===== src/verilog/fsc_pkg.sv =====
// fsc_pkg: constants, enums and structs for the float status and condition flag bank.
// assumes one core clock; bit numbers below are vector indices (msb-first bit k is 31-k).
package fsc_pkg;

    localparam int unsigned FSC_WIDTH      = 32;
    localparam int unsigned FSC_FIELDS     = 8;
    localparam int unsigned FSC_FIELD_W    = 4;
    // float status bit positions, vector index = 31 - documented bit
    localparam int unsigned FSC_RSVD_BIT   = 11;  // documented bit 20, reads zero
    localparam int unsigned FSC_SOFT_BIT   = 10;  // software_invalid_flag, bit 21
    localparam int unsigned FSC_ROOT_BIT   = 9;   // bad_root_flag, bit 22
    localparam int unsigned FSC_CONV_BIT   = 8;   // bad_convert_flag, bit 23
    localparam int unsigned FSC_EN_HI      = 7;   // enables, bits 24..28
    localparam int unsigned FSC_EN_LO      = 3;
    localparam int unsigned FSC_NI_BIT     = 2;   // relaxed_ieee_mode, bit 29
    localparam int unsigned FSC_RND_HI     = 1;   // round_select, bits 30..31
    localparam int unsigned FSC_CLS_HI     = 16;  // result_class_flags, bits 15..19
    localparam int unsigned FSC_CLS_LO     = 12;
    // sticky exception bits that a field move to the flags clears (bits 0, 3..12, 21..23)
    localparam logic [31:0] FSC_STICKY_MASK = 32'h9FF8_0700;
    localparam logic [31:0] FSC_RESET_VAL   = 32'h0000_0000;
    localparam logic [31:0] CF_RESET_VAL    = 32'h0000_0000;

    typedef enum logic [1:0] {
        FSC_RND_NEAREST = 2'b00,
        FSC_RND_ZERO    = 2'b01,
        FSC_RND_POS_INF = 2'b10,
        FSC_RND_NEG_INF = 2'b11
    } fsc_round_e;

    typedef enum logic [4:0] {
        FSC_CLS_QNAN     = 5'b10001,
        FSC_CLS_NEG_INF  = 5'b01001,
        FSC_CLS_NEG_NORM = 5'b01000,
        FSC_CLS_NEG_DEN  = 5'b11000,
        FSC_CLS_NEG_ZERO = 5'b10010,
        FSC_CLS_POS_ZERO = 5'b00010,
        FSC_CLS_POS_DEN  = 5'b10100,
        FSC_CLS_POS_NORM = 5'b00100,
        FSC_CLS_POS_INF  = 5'b00101
    } fsc_class_e;

    typedef enum logic [3:0] {
        FSC_OP_NONE    = 4'h0,
        FSC_OP_MOVE_CF = 4'h1,  // masked move general_register -> condition_flags
        FSC_OP_COPY_CF = 4'h2,  // field to field copy
        FSC_OP_FS_TO_CF = 4'h3, // float status group -> field
        FSC_OP_IX_TO_CF = 4'h4, // integer_exception_reg -> field
        FSC_OP_CF_LOGIC = 4'h5, // bitwise logic on flag bits
        FSC_OP_COMPARE = 4'h6,  // compare into named field
        FSC_OP_MOVE_FS = 4'h7,  // masked move of float status groups
        FSC_OP_CLR_FSB = 4'h8,  // clear_float_status_bit
        FSC_OP_SET_FSB = 4'h9   // set_float_status_bit
    } fsc_op_e;

    typedef enum logic [2:0] {
        FSC_LG_AND  = 3'h0,
        FSC_LG_OR   = 3'h1,
        FSC_LG_XOR  = 3'h2,
        FSC_LG_NAND = 3'h3,
        FSC_LG_NOR  = 3'h4,
        FSC_LG_EQV  = 3'h5,
        FSC_LG_ANDC = 3'h6,
        FSC_LG_ORC  = 3'h7
    } fsc_logic_e;

    typedef struct packed {
        fsc_op_e     op;
        logic [2:0]  dst_field;
        logic [2:0]  src_field;
        logic [7:0]  mask;        // bit n selects field or group n
        logic [4:0]  bit_a;
        logic [4:0]  bit_b;
        logic [4:0]  bit_d;       // target bit, also the bit of set/clear moves
        fsc_logic_e  logic_fn;
        logic [31:0] operand_a;
        logic [31:0] operand_b;
        logic        cmp_signed;
        logic        cmp_float;
        logic [3:0]  float_outcome; // lt, gt, eq, unordered from the float unit
    } fsc_cmd_s;

    typedef struct packed {
        logic        bad_root;
        logic        bad_convert;
        logic        class_valid;
        fsc_class_e  result_class;
        logic        record;
    } fsc_fp_event_s;

    typedef struct packed {
        logic        record;
        logic [31:0] result;
        logic        summary_overflow;
    } fsc_int_event_s;

    typedef struct packed {
        logic invalid_op;
        logic overflow;
        logic underflow;
        logic zero_divide;
        logic inexact;
    } fsc_enables_s;

    typedef struct packed {
        logic [31:0] float_status_control;
        logic [31:0] condition_flags;
    } fsc_state_s;

endpackage


===== src/verilog/fsc_regs.sv =====
// fsc_regs: float status upper bits and the eight-field condition flag register.
// assumes one instruction per cycle on cmd; fp and integer side effects arrive alongside.
//
// Summary of operation
// software invalid flag changes only through the four float status moves; sticky
// invalid square root operand sets the sticky bad root flag
// invalid float to integer conversion sets the sticky bad convert flag
// five enables at bits 24..28: invalid, overflow, underflow, zero divide, inexact
// store denormalization does not depend on the underflow enable
// bit 29 selects relaxed non-IEEE operation
// bits 30..31 pick rounding: nearest, zero, plus infinity, minus infinity
// result class flags use the nine fixed five-bit encodings
// flag register is 32 bits, eight 4-bit fields numbered from the top
// masked move writes selected fields from a general register, others kept
// field copy moves one field into another
// a float status group can load any flag field
// the integer exception register can load any flag field
// logic instructions combine single flag bits into a named bit
// integer operations with recording update field 0
// float operations with recording update field 1
// compares write their outcome into the named field
// any single flag bit can be tested for branching
// field 0 gets negative, positive, zero of result and summary overflow
// field 1 copies the top four float status bits
// hardware only sets sticky flags; only float status moves clear them
`timescale 1ns/1ps

module fsc_regs #(
    parameter bit CLEAR_ON_RESET = 1'b1
) (
    input  wire logic                    sys_clk,
    input  wire logic                    reset,
    input  wire fsc_pkg::fsc_cmd_s       cmd,
    input  wire fsc_pkg::fsc_fp_event_s  fp_event,
    input  wire fsc_pkg::fsc_int_event_s int_event,
    input  wire logic [31:0]             integer_exception_reg,
    input  wire logic [4:0]              test_bit,
    output logic                         test_value,
    output logic [31:0]                  float_status_control,
    output logic [31:0]                  condition_flags,
    output fsc_pkg::fsc_enables_s        trap_enables,
    output logic                         relaxed_ieee_mode,
    output fsc_pkg::fsc_round_e          round_select
);

    fsc_pkg::fsc_state_s state;
    fsc_pkg::fsc_state_s next_state;
    logic [31:0]         move_cf_val;
    logic [31:0]         move_fs_val;

    // field n sits at vector bits 31-4n down to 28-4n
    function automatic logic [3:0] get_field(input logic [31:0] v, input logic [2:0] n);
        logic [4:0] top;
        top = 5'(5'd31 - {n, 2'b00});
        return v[top -: 4];
    endfunction

    function automatic logic [31:0] put_field(input logic [31:0] v, input logic [2:0] n,
                                              input logic [3:0] f);
        logic [31:0] r;
        logic [4:0]  top;
        r = v;
        top = 5'(5'd31 - {n, 2'b00});
        r[top -: 4] = f;
        return r;
    endfunction

    // per-field selection for the two masked moves
    for (genvar i = 0; i < fsc_pkg::FSC_FIELDS; i++) begin : g_field
        localparam int unsigned HI = 31 - 4 * i;
        assign move_cf_val[HI -: 4] = cmd.mask[i] ? cmd.operand_a[HI -: 4]
                                                  : state.condition_flags[HI -: 4];
        assign move_fs_val[HI -: 4] = cmd.mask[i] ? cmd.operand_a[HI -: 4]
                                                  : state.float_status_control[HI -: 4];
    end

    // next state: instruction first, then hardware side effects (sets win)
    always_comb begin
        logic       a;
        logic       b;
        logic       r;
        logic       lt;
        logic       gt;
        logic [3:0] grp;
        logic [3:0] outcome;
        next_state = state;
        a = state.condition_flags[5'(5'd31 - cmd.bit_a)];
        b = state.condition_flags[5'(5'd31 - cmd.bit_b)];
        r = 1'b0;
        lt = cmd.cmp_signed ? ($signed(cmd.operand_a) < $signed(cmd.operand_b))
                            : (cmd.operand_a < cmd.operand_b);
        gt = cmd.cmp_signed ? ($signed(cmd.operand_a) > $signed(cmd.operand_b))
                            : (cmd.operand_a > cmd.operand_b);
        grp = get_field(state.float_status_control, cmd.src_field);
        outcome = cmd.cmp_float ? cmd.float_outcome
                                : {lt, gt, cmd.operand_a == cmd.operand_b,
                                   integer_exception_reg[31]};
        case (cmd.op)
            fsc_pkg::FSC_OP_MOVE_CF: begin
                next_state.condition_flags = move_cf_val;
            end
            fsc_pkg::FSC_OP_COPY_CF: begin
                next_state.condition_flags = put_field(state.condition_flags, cmd.dst_field,
                    get_field(state.condition_flags, cmd.src_field));
            end
            fsc_pkg::FSC_OP_FS_TO_CF: begin
                next_state.condition_flags = put_field(state.condition_flags, cmd.dst_field,
                    grp);
                // copied sticky bits are cleared by the move
                next_state.float_status_control = put_field(state.float_status_control,
                    cmd.src_field,
                    grp & ~get_field(fsc_pkg::FSC_STICKY_MASK, cmd.src_field));
            end
            fsc_pkg::FSC_OP_IX_TO_CF: begin
                next_state.condition_flags = put_field(state.condition_flags, cmd.dst_field,
                    integer_exception_reg[31:28]);
            end
            fsc_pkg::FSC_OP_CF_LOGIC: begin
                case (cmd.logic_fn)
                    fsc_pkg::FSC_LG_AND:  r = a & b;
                    fsc_pkg::FSC_LG_OR:   r = a | b;
                    fsc_pkg::FSC_LG_XOR:  r = a ^ b;
                    fsc_pkg::FSC_LG_NAND: r = ~(a & b);
                    fsc_pkg::FSC_LG_NOR:  r = ~(a | b);
                    fsc_pkg::FSC_LG_EQV:  r = ~(a ^ b);
                    fsc_pkg::FSC_LG_ANDC: r = a & ~b;
                    fsc_pkg::FSC_LG_ORC:  r = a | ~b;
                    default:              r = 1'b0;
                endcase
                next_state.condition_flags[5'(5'd31 - cmd.bit_d)] = r;
            end
            fsc_pkg::FSC_OP_COMPARE: begin
                next_state.condition_flags = put_field(state.condition_flags, cmd.dst_field,
                    outcome);
            end
            fsc_pkg::FSC_OP_MOVE_FS: begin
                next_state.float_status_control = move_fs_val;
            end
            fsc_pkg::FSC_OP_CLR_FSB: begin
                next_state.float_status_control[5'(5'd31 - cmd.bit_d)] = 1'b0;
            end
            fsc_pkg::FSC_OP_SET_FSB: begin
                next_state.float_status_control[5'(5'd31 - cmd.bit_d)] = 1'b1;
            end
            default: begin
                next_state = state;
            end
        endcase
        // hardware events only ever set the sticky flags
        if (fp_event.bad_root) begin
            next_state.float_status_control[fsc_pkg::FSC_ROOT_BIT] = 1'b1;
        end
        if (fp_event.bad_convert) begin
            next_state.float_status_control[fsc_pkg::FSC_CONV_BIT] = 1'b1;
        end
        if (fp_event.class_valid) begin
            next_state.float_status_control[fsc_pkg::FSC_CLS_HI:fsc_pkg::FSC_CLS_LO] =
                fp_event.result_class;
        end
        next_state.float_status_control[fsc_pkg::FSC_RSVD_BIT] = 1'b0;
        // implicit recording into fields 0 and 1
        if (int_event.record) begin
            next_state.condition_flags[31:28] = {int_event.result[31],
                !int_event.result[31] && (int_event.result != 32'h0000_0000),
                int_event.result == 32'h0000_0000, int_event.summary_overflow};
        end
        if (fp_event.record) begin
            next_state.condition_flags[27:24] =
                next_state.float_status_control[31:28];
        end
    end

    // state register; architecturally unchanged at reset unless clearing is chosen
    always_ff @(posedge sys_clk) begin
        if (reset && CLEAR_ON_RESET) begin
            state.float_status_control <= fsc_pkg::FSC_RESET_VAL;
            state.condition_flags      <= fsc_pkg::CF_RESET_VAL;
        end else begin
            state <= next_state;
        end
    end

    // register views and decoded controls
    assign float_status_control = state.float_status_control;
    assign condition_flags      = state.condition_flags;
    assign trap_enables         = state.float_status_control[fsc_pkg::FSC_EN_HI:
                                                             fsc_pkg::FSC_EN_LO];
    // no denormalization control is derived from the underflow enable
    assign relaxed_ieee_mode    = state.float_status_control[fsc_pkg::FSC_NI_BIT];
    assign round_select         = fsc_pkg::fsc_round_e'(
                                  state.float_status_control[fsc_pkg::FSC_RND_HI:0]);
    assign test_value           = state.condition_flags[5'(5'd31 - test_bit)];

    // checks
    AST_SOFT_ONLY_MOVES: assert property (@(posedge sys_clk) disable iff (reset)
        !(cmd.op inside {fsc_pkg::FSC_OP_FS_TO_CF, fsc_pkg::FSC_OP_MOVE_FS,
                         fsc_pkg::FSC_OP_CLR_FSB, fsc_pkg::FSC_OP_SET_FSB})
        |=> $stable(state.float_status_control[fsc_pkg::FSC_SOFT_BIT]))
        else $error("software invalid flag changed without a float status move");
    AST_ROOT_SET: assert property (@(posedge sys_clk) disable iff (reset)
        fp_event.bad_root |=> float_status_control[fsc_pkg::FSC_ROOT_BIT])
        else $error("bad root flag not set after invalid root");
    AST_CONV_SET: assert property (@(posedge sys_clk) disable iff (reset)
        fp_event.bad_convert |=> float_status_control[fsc_pkg::FSC_CONV_BIT])
        else $error("bad convert flag not set after invalid conversion");
    AST_STICKY_HOLD: assert property (@(posedge sys_clk) disable iff (reset)
        $fell(float_status_control[fsc_pkg::FSC_ROOT_BIT])
        |-> $past(cmd.op) inside {fsc_pkg::FSC_OP_FS_TO_CF, fsc_pkg::FSC_OP_MOVE_FS,
                                  fsc_pkg::FSC_OP_CLR_FSB})
        else $error("bad root flag cleared by hardware");
    AST_MASK_KEEP: assert property (@(posedge sys_clk) disable iff (reset)
        cmd.op == fsc_pkg::FSC_OP_MOVE_CF && !cmd.mask[7] |=> $stable(condition_flags[3:0]))
        else $error("unselected field changed by masked move");
    AST_FIELD_COPY: assert property (@(posedge sys_clk) disable iff (reset)
        cmd.op == fsc_pkg::FSC_OP_COPY_CF && cmd.dst_field == 3'h7 && cmd.src_field == 3'h2
        |=> condition_flags[3:0] == $past(condition_flags[23:20]))
        else $error("field copy wrong");
    AST_INT_RECORD: assert property (@(posedge sys_clk) disable iff (reset)
        int_event.record && cmd.op == fsc_pkg::FSC_OP_NONE
        |=> condition_flags[31:28] == {$past(int_event.result[31]),
            !$past(int_event.result[31]) && $past(int_event.result) != 32'h0000_0000,
            $past(int_event.result) == 32'h0000_0000, $past(int_event.summary_overflow)})
        else $error("field 0 does not reflect the integer result");
    AST_FP_RECORD: assert property (@(posedge sys_clk) disable iff (reset)
        fp_event.record && !fp_event.class_valid && cmd.op == fsc_pkg::FSC_OP_NONE
        |=> condition_flags[27:24] == float_status_control[31:28])
        else $error("field 1 does not copy the top float status bits");
    AST_ROUND_VIEW: assert property (@(posedge sys_clk) disable iff (reset)
        cmd.op == fsc_pkg::FSC_OP_SET_FSB && cmd.bit_d == 5'h1F
        |=> round_select[0])
        else $error("rounding field does not follow bit 31");
    AST_TEST_BIT: assert property (@(posedge sys_clk) disable iff (reset)
        test_bit == 5'h00 |-> test_value == condition_flags[31])
        else $error("bit test does not see flag bit 0");

endmodule

===== config.mk =====
export PLATFORM = sky130hd
export DESIGN_NAME = fsc_regs
export DESIGN_NICKNAME = d
export VERILOG_FILES = /design/src/verilog/fsc_pkg.sv /design/src/verilog/fsc_regs.sv
export SDC_FILE = /design/constraint.sdc
export NUM_CORES = 1
export LEC_CHECK = 0
export BUFFER_PORTS_ARGS = -buffer_cell sky130_fd_sc_hd__buf_4
export CORE_MARGIN = 5
export CORE_UTILIZATION = 30
export CTS_CLUSTER_DIAMETER = 120
export DETAILED_ROUTE_END_ITERATION = 8
export PLACE_DENSITY = 0.54
export SYNTH_ARGS = -nofsm -noshare
export SYNTH_HDL_FRONTEND = slang
export SYNTH_SLANG_ARGS = --single-unit

===== constraint.sdc =====
create_clock -name sys_clk -period 10.7 [get_ports sys_clk]
set_input_delay 0.535 -clock sys_clk [delete_from_list [all_inputs] [get_ports sys_clk]]
set_output_delay 0.535 -clock sys_clk [all_outputs]
set_load 0.01 [all_outputs]

==> impl.org, run 1 <==
** Drt
- For this block, the initial DRC count from the detailed router was 1,435.
- For this block, the via count after detailed routing is around 10,000.
- The detail route stage leaves a number of antenna-violating nets equal to 0.
- Dividing the detail-routed wire length by the instance count gives approximately 26 um.
- Detailed Routing Iterations Pass 1 :: 5
- Dividing the detail-routed via count by the number of cells gives around 6.3.
- Sum of routed wire length over all layers :: approximately 42 mm
- DRC errors left :: 0

** Yosys
- Number of instances in the synthesized netlist :: around 1,100
- Averaged over all synthesized cells, the footprint is 7.401 um^2.
- Leading cell type by number of instances after synthesis :: sky130_fd_sc_hd__a21oi_1
- Netlist Area Pre-Place :: 0.008259 mm^2
- Share of async-settable or async-resettable flops after synthesis :: 0
- Yosys mapped a number of flops with a built-in enable equal to 0.
- Cell accounting for the most synthesized area :: sky130_fd_sc_hd__dfxtp_1
- Sequential area share after synthesis :: 0.1527
- The commonest cells after synthesis are sky130_fd_sc_hd__a21oi_1, sky130_fd_sc_hd__nand2_1, sky130_fd_sc_hd__o21ai_0.
- For this run, the number of Yosys warnings is 0.
- Post-Synthesis Net Count :: roughly 1,300
- In the synthesized netlist the dominant register cell turns out to be sky130_fd_sc_hd__dfxtp_1.
- Number of distinct library cells after synthesis :: approximately 70
- Area fraction of the dominant cell type after synthesis :: 0.1527
- Synth area leaders :: sky130_fd_sc_hd__dfxtp_1, sky130_fd_sc_hd__mux4_2, sky130_fd_sc_hd__a21oi_1
- Counting flops and latches in the post-synthesis netlist gives 63.

** Pwr
- Switching power share of the total :: 0.3803
- Part of the power in combinational logic :: 0.369
- Power dissipated by switching net loads :: about 0.00036 W
- In this run the static leakage power is roughly 4.3 nW.
- Clock power share :: 0.334
- Cell internal power was estimated by the tool at a little under 0.0006 W.
- Peak supply drop :: approximately 0.055 mV
- Of the total power, registers draw 0.297.
- Dividing total power by cell area gives a power density of between 90 and 100 mW/mm^2.

** STA
- Min Clock Period, post-route :: roughly 4400 ps
- Fmax :: approximately 0.23 GHz
- Dividing the final minimum period by the clock period gives 0.4142.
- Final hold violations :: 0
- For the pin with the worst max-slew slack, the measured transition is around 1300 ps.
- Setup total negative slack :: 0 ps
- Final-report max-slew violation count :: 0
- Setup violations remaining at the end of the flow were counted as 0.
- The tightest hold path in the finished design has a slack of roughly 410 ps.
- Measured against its own limit, the worst slew margin works out to 0.1530.
- Layout Skew :: 11.34 ps
- Setup repair after global routing left no endpoint under its margin.

** Final layout
- The finished cells cover ~0.010 mm^2.
- In the final design database the tool counted around 1,500 nets.
- Ratio of cells with drive above 1 in the final layout :: 0.2670
- From synthesis to final layout, the design area changed by 25.97%.
- The filler cells instantiated in the layout total roughly 2,900.
- Antenna Diode Count :: 0

** Place
- During placement, the flow inserted port buffers numbering 231.
- Detailed placement finished with a half-perimeter wire length of 31.32 mm.
- Final weighted congestion of routability-driven global placement :: 0.9839
- In this run the cell area measured after placement is roughly 0.010 mm^2.

** Clock network
- Clock tree synthesis selected as its root buffer the cell sky130_fd_sc_hd__clkbuf_16.
- Setup fix buffers added after clock tree synthesis :: 0
- CTS saw 63 sinks.
- Clk pin slew, worst setup/hold paths :: about 60 ps
- Clock latency of the later-clocked register in the worst-skew pair :: 360 ps
- CTS tree :: built
- After clock tree synthesis, the flow added hold-fix buffers numbering 0.
- Total of cells resized after clock tree synthesis :: 0
- Number of buffers on the longest clock path :: 2
- The clock tree synthesis step divided the H-tree into 3 levels.
- Buffers inserted during clock tree synthesis total 9.

** Setup path
- Arrival time of data at the critical path endpoint :: between 4000 and 5000 ps
- For this run, the slowest stage of the critical path takes approximately 800 ps.
- Crit Path Max Fanout :: 33
- Most common cell type on the critical path :: sky130_fd_sc_hd__mux4_2
- STA classifies the critical path endpoint as a flop.
- The worst setup path is launched from a flop.
- Worst endpoint required time :: approximately 11,000 ps
- The critical path goes through mux4_2, mux4_2, mux2i_1, inv_1, ha_1, nor2_1, a21oi_1, mux4_2, mux2_2, a22oi_1, nand2_1, a21oi_1, a211oi_1.
- Highest-delay cell along the critical path :: sky130_fd_sc_hd__mux4_2
- Critical path class :: reg -> reg

** GRT
- After global routing the overflow that remains totals 0.
- The number of global-route vias before repair came to between 9,000 and 10,000.
- Entering global routing, the biggest net connects a little over 60 pins.
- The initial antenna violation count is 1.
- The first global-routing pass estimated a little over 60 mm of wire.
- Global-route usage over all layers :: 0.2617

** Run status
- Result of the run :: complete, no violations

** Die
- The die is 175.9 um tall.
- For this design the top-level I/O count stands at between 200 and 300.
- Effective utilization at floorplan :: 0.3056
- Die ar. :: between 0.03 and 0.04 mm^2
- The floorplan has 60 rows.
- Core Area :: 0.02703 mm^2
- From left edge to right edge, the die measures about 180 um.

** Flow run
- Reported max-cap violation count :: 0

** Worst hold path
- The path class of the tightest hold or removal check is in -> reg.
-- stage by stage --
step / setup slack, ps / total power, W / cells / utilization
after floorplan: 6601 / 0.0004665 / 1116 / -
after global placement: 6248 / 0.0006223 / 1607 / 0.3739
after detailed placement: 6193 / 0.0006262 / 1607 / 0.3739
after CTS: 6409 / 0.0009381 / 1622 / 0.3850
after global routing: 6135 / 0.0009816 / 1622 / 0.3850
final: 6268 / 0.0009487 / 1622 / 0.3850
-- cells in the final DEF, fill, tap and decap left out, types with 8 or more instances in the layout --
master	netlist	routed
sky130_fd_sc_hd__a21oi_1	137	137
sky130_fd_sc_hd__nand4_1	18	18
sky130_fd_sc_hd__clkbuf_16	0	9
sky130_fd_sc_hd__mux2i_1	20	19
sky130_fd_sc_hd__a21boi_0	8	8
sky130_fd_sc_hd__o221ai_1	14	14
sky130_fd_sc_hd__nor3_1	45	43
sky130_fd_sc_hd__mux2_2	29	29
sky130_fd_sc_hd__ha_1	40	40
sky130_fd_sc_hd__nand2b_1	10	10
sky130_fd_sc_hd__a22o_1	8	8
sky130_fd_sc_hd__inv_1	46	46
sky130_fd_sc_hd__a22oi_1	23	23
sky130_fd_sc_hd__o21a_1	16	16
sky130_fd_sc_hd__dfxtp_1	63	63
sky130_fd_sc_hd__nand2_1	121	121
sky130_fd_sc_hd__nand3_1	26	26
sky130_fd_sc_hd__nor2_1	86	85
sky130_fd_sc_hd__o21ai_0	116	116
sky130_fd_sc_hd__mux4_1	9	9
sky130_fd_sc_hd__buf_4	9	239
sky130_fd_sc_hd__nor4_1	18	18
sky130_fd_sc_hd__a211oi_1	22	22
sky130_fd_sc_hd__and2_1	8	8
sky130_fd_sc_hd__mux4_2	37	37
sky130_fd_sc_hd__o22ai_1	8	8
-- final timing paths --
path              cells after the start                     start                  endpoint  slack, ps
hold reg to reg                       2  float_status_control[24]  float_status_control[24]        490
setup / recovery                     13       condition_flags[28]        condition_flags[9]       6270
hold / removal                        3               fp_event[4]  float_status_control[15]        410
setup reg to reg                     13       condition_flags[28]        condition_flags[9]       6270
-- worst max-delay path: cells and delay by family (launching register included) --
family / cells / cell delay [ps]
AOI/OAI and AO/OA: 4 / 710
adders and majority gates: 1 / 200
buffers and inverters: 1 / 130
DFF: 1 / 490
muxes: 5 / 2540
and+or+nand+nor: 2 / 200
-- flip-flops by register name, summed over array words and instances, names as in the netlist --
name                  cells
condition_flags          32
float_status_control     31
-- cell type report --
cell class              instances  area [um^2]  share of cell area
flip-flops and latches         63         1261              0.1212
inverters                      46        172.7             0.01660
well taps                     341        426.7             0.04101
multi-input cells             918         6450              0.6200
clock inverters                 3        42.54            0.004089
clock buffers                  12        256.5             0.02465
repair buffers                239         1794              0.1725
-- power by group through the flow --
stage	logic (W)	clock network (W)	registers, W
6_report	0.000350	0.000317	0.000282
5_1_grt	0.000374	0.000325	0.000282
2_1_floorplan	0.000195	0	0.000271
3_5_place_dp	0.000341	0	0.000285
3_3_place_gp	0.000338	0	0.000284
4_1_cts	0.000343	0.000316	0.000279
-- cells by family after synthesis --
logic type,synth area share
AO/OA/AOI/OAI,0.3025
adder cells (fa/ha/maj),0.06060
buffers and inverters,0.06984
flip-flops,0.1527
multiplexers,0.2004
other,0.0004540
AND/OR/NAND/NOR,0.2135
-- per-layer routing --
layer  GRT usage  wire (um)  vias to the layer above
met4     0.09194       1669                        2
li1            -          -                     4567
met3     0.06307       4512                      108
met5           0         13                        -
met2      0.3968      18090                      715
met1      0.3634      18010                     4886
No activity file was read; power rests on OpenSTA's default activity.
==> run 2: changes to the inputs <==
- ABC_AREA: not set -> 1
- PLACE_DENSITY: 0.54 -> 0.55
- clock period: 10.7 -> 3.92 ns (I/O delays scaled with it)
==> run 2 against run 1 <==
  * Fmax rose by 28%
  * Hold slack got worse by 270 ps
  * Sequential power rose to 2.6 times the previous value
  * Critical path depth rose by 8
  * Register-to-register slack got worse by 5800 ps
  * Clock skew fell by 2.3 ps
  * Via count rose by 18%
  * Power rose to 2.8 times the previous value
  * Cell count rose by 36%
  * Critical endpoint is now condition_flags[28]
==> impl.org, run 2 <==
** Run status
- Result of the run :: complete, no violations

** STA
- Final worst-path cycle share :: 0.8807 (+0.4665)
- The final count of hold timing violations is 0 (unchanged).
- Setup total negative slack :: 0 ps (unchanged)
- The minimum clock period came to 3452 ps (-979.3 ps).
- RSZ-0062 raised after global routing :: false
- Worst slew pin tran :: 1039 ps (-227.6 ps)
- Layout Skew :: 9.065 ps (-2.272 ps)
- Fmax :: 0.2896 GHz (+28%)
- The post-route worst hold slack was 144.5 ps (-265.6 ps).
- Final-report max-slew violation count :: 0 (unchanged)
- Max-slew headroom at the worst pin :: 0.3068 (+0.1537)
- Final count of negative-setup-slack endpoints :: 0 (unchanged)

** Yosys
- Number of synthesized flops with an enable pin :: 0 (unchanged)
- Area fraction of the dominant cell type after synthesis :: 0.1634 (+0.01070)
- Post-Synthesis Net Count :: 1,839 (+37%)
- Yosys synthesis warning count :: 0 (unchanged)
- Netlist Area Pre-Place :: 0.008821 mm^2 (+6.8%)
- For this run, the leading register cell type out of synthesis is sky130_fd_sc_hd__dfxtp_1.
- The share of async-settable or async-resettable flops after synthesis came to 0 (unchanged).
- Number of distinct library cells after synthesis :: 51 (-25%)
- Average cell area after synthesis :: 5.475 um^2 (-26%)
- Number of register bits inferred by synthesis :: 63 (unchanged)
- Of all cell types, the one taking the most synthesized area is sky130_fd_sc_hd__nand2_1.
- Number of instances in the synthesized netlist :: 1,611 (+44%)
- Yosys instantiated no cell more often than sky130_fd_sc_hd__nand2_1.
- Counting instances in the post-synthesis netlist gives the leading cell types as sky130_fd_sc_hd__nand2_1, sky130_fd_sc_hd__o21ai_0, sky130_fd_sc_hd__a21oi_1.
- Synth area leaders :: sky130_fd_sc_hd__nand2_1, sky130_fd_sc_hd__dfxtp_1, sky130_fd_sc_hd__o21ai_0
- The post-synthesis sequential area ratio came to 0.1430 (-0.009725).

** Clock network
- Clock latency of the later-clocked register in the worst-skew pair :: 340 ps (-20 ps)
- TritonCTS built the clock tree.
- The count of buffers added by post-CTS timing repair for setup is 0 (unchanged).
- The number of clock sinks seen by CTS was 63 (unchanged).
- The root buffer cell chosen for the clock tree is sky130_fd_sc_hd__clkbuf_16.
- Maximum level of the CTS H-tree :: 3 (unchanged)
- The clock-pin slew reported for the worst setup and hold paths after clock tree synthesis is 60 ps (about the same).
- The worst-case clock buffer depth is 2 (unchanged).
- Number of CTS-inserted buffers :: 9 (unchanged)

** Die
- The starting density of the core is 0.3057 (about the same).
- The horizontal extent of the die came to 181.5 um (+3.2%).
- Number of top-level pins :: 261 (unchanged)
- The total number of placement rows is 62 (+3.3%).
- Die ar. :: 0.03293 mm^2 (+6.4%)
- Die extent in y :: 181.5 um (+3.2%)
- The area of the core came to 0.02886 mm^2 (+6.8%).

** GRT
- The first-pass GRT wire length is 67.85 mm (+9.4%).
- The number of global-route vias before repair is 11,320 (+16%).
- The total grt overflow is 0 (unchanged).
- Largest net degree at the start of global routing :: 49 (-20%)
- The initial antenna violation count was 0 (-1).
- Global-route usage over all layers :: 0.2602 (-0.001573)

** Setup path
- The required time of the critical path is 4120 ps (-6780 ps).
- The worst setup path is captured at a flop.
- Crit Reg-Reg Startpoint :: condition_flags[24]
- In this run the worst setup path begins at condition_flags[24].
- The peak fanout along the critical path was 8 (-76%).
- The critical path in this run is classified as reg -> reg.
- STA classifies the critical path startpoint as a flop.
- Arrival time of data at the critical path endpoint :: 3650 ps (-980 ps)

** Drt
- The routed wire length came to 45.31 mm (+7.2%).
- Wire length per cell after detailed routing :: 20.62 um (-21%)
- The total iterations of the first detailed-routing run came to 7 (+2).
- DRC errors left :: 0 (unchanged)
- Post-DR vias/cell :: 5.540 (-13%)
- The number of DRC markers after the initial detailed-route iteration was 1,318 (-8.2%).
- The total vias in the final route was 12,180 (+18%).
- Remaining number of nets flagged by the antenna check after routing :: 0 (unchanged)

** Final layout
- The post-layout net count was 2,037 (+35%).
- In the final layout, the registers with the most flip-flops are condition_flags: 32 flops, float_status_control: 31 flops.
- Ratio of cells with drive above 1 in the final layout :: 0.1847 (-0.08230)
- Antenna Diode Count :: 0 (unchanged)
- The area growth from synthesis to layout is 27.05%.
- The library cells used most frequently in the layout, excluding fill and tap cells, are sky130_fd_sc_hd__nand2_1, sky130_fd_sc_hd__buf_4, sky130_fd_sc_hd__o21ai_0.
- Max reg flops :: 32 (unchanged)
- The register with the most flip-flops in the final layout is condition_flags.
- Most frequent standard cell in the layout excluding fill and tap cells :: sky130_fd_sc_hd__nand2_1

** Pwr
- The leakage power was 5.213 nW (+22%).
- The peak ir drop on the vdd network was 0.2113 mV (+280%).
- Power density over cell area :: 240.4 mW/mm^2 (+160%)

** Worst hold path
- The tightest min-delay check is of the in -> reg type.
- The worst hold path begins at cmd[38].

** Place
- PortBufs :: 231 (unchanged)
- Half-perimeter wire length after detailed placement :: 35.68 mm (+14%)
- The routability-driven placement congestion ratio was 0.9615 (-2.3%).

** Flow run
- Reported max-cap violation count :: 0 (unchanged)
run 2: final timing paths:
kind | endpoint | slack [ps] | cells after the start
worst max-delay path | condition_flags[28] | 470 | 21
worst min-delay path | float_status_control[0] | 140 | 3
worst max register to register | condition_flags[28] | 470 | 21
worst min register to register | condition_flags[8] | 500 | 2
run 2: logic make-up (layout without fill, tap and decap cells):
group / count (synthesis) / after routing / synth area share
AND/OR/NAND/NOR: 682 / 682 / 0.3301
AO/OA/AOI/OAI: 553 / 553 / 0.3414
buffers and inverters: 272 / 475 / 0.1284
flip-flops: 63 / 63 / 0.1430
adder cells (fa/ha/maj): 40 / 40 / 0.05674
other: 1 / 1 / 0.0004251
run 2: worst max-delay path, stage by stage (launching register included):
cell and delay (ps):
sky130_fd_sc_hd__dfxtp_1 420, sky130_fd_sc_hd__inv_1 140, sky130_fd_sc_hd__o21ai_0 180, sky130_fd_sc_hd__a21oi_1 60
sky130_fd_sc_hd__o21ai_0 220, sky130_fd_sc_hd__nand3_1 90, sky130_fd_sc_hd__nand2_1 80, sky130_fd_sc_hd__inv_1 40
sky130_fd_sc_hd__o21ai_0 310, sky130_fd_sc_hd__inv_1 120, sky130_fd_sc_hd__ha_1 340, sky130_fd_sc_hd__o21ai_0 150
sky130_fd_sc_hd__nand3b_1 90, sky130_fd_sc_hd__nand2_1 230, sky130_fd_sc_hd__buf_4 230, sky130_fd_sc_hd__nand2_1 60
sky130_fd_sc_hd__o21ai_0 100, sky130_fd_sc_hd__o22ai_1 90, sky130_fd_sc_hd__nor2_1 110, sky130_fd_sc_hd__nand4_1 80
sky130_fd_sc_hd__o211ai_1 90, sky130_fd_sc_hd__a21oi_1 90
run 2: stage by stage:
step           instances    util  instance area, um^2  setup slack [ps]  power [W]
6_report            2198  0.3884                11210             467.5   0.002695
5_1_grt             2198  0.3884                11210             36.14   0.002833
4_1_cts             2198  0.3884                11210             505.6   0.002679
3_5_place_dp        2182  0.3777                10900             339.5   0.001817
3_3_place_gp        2182  0.3777                10900             433.6   0.001810
2_1_floorplan       1611       -                 8821             987.1   0.001316
run 2: final cells by class:
class | instances | area (um^2)
Clock inverter | 4 | 70.07
Tap cell | 384 | 480.5
Multi-Input combinational cell | 1276 | 6427
Sequential cell | 63 | 1261
Inverter | 191 | 719.4
Fill cell | 3295 | 17650
Clock buffer | 12 | 236.5
Timing Repair Buffer | 268 | 2012
run 2: timing repair:
item	CTS	global route
hold buffers	0	0
gates resized for setup	0	1
setup endpoints to repair	0	1
run 2: power breakdown:
group | internal [W] | switching [W]
combinational | 0.000401 | 0.000688
sequential | 0.000678 | 0.0000655
clock | 0.000555 | 0.000306
run 2: per-layer routing:
layer  track usage  wire length [um]  vias up
met5             0                 0        -
met4        0.1114              2090        0
met3       0.03561              3850      104
met2        0.4041             19690      687
met1        0.3606             19690     5534
li1              -                 -     5851
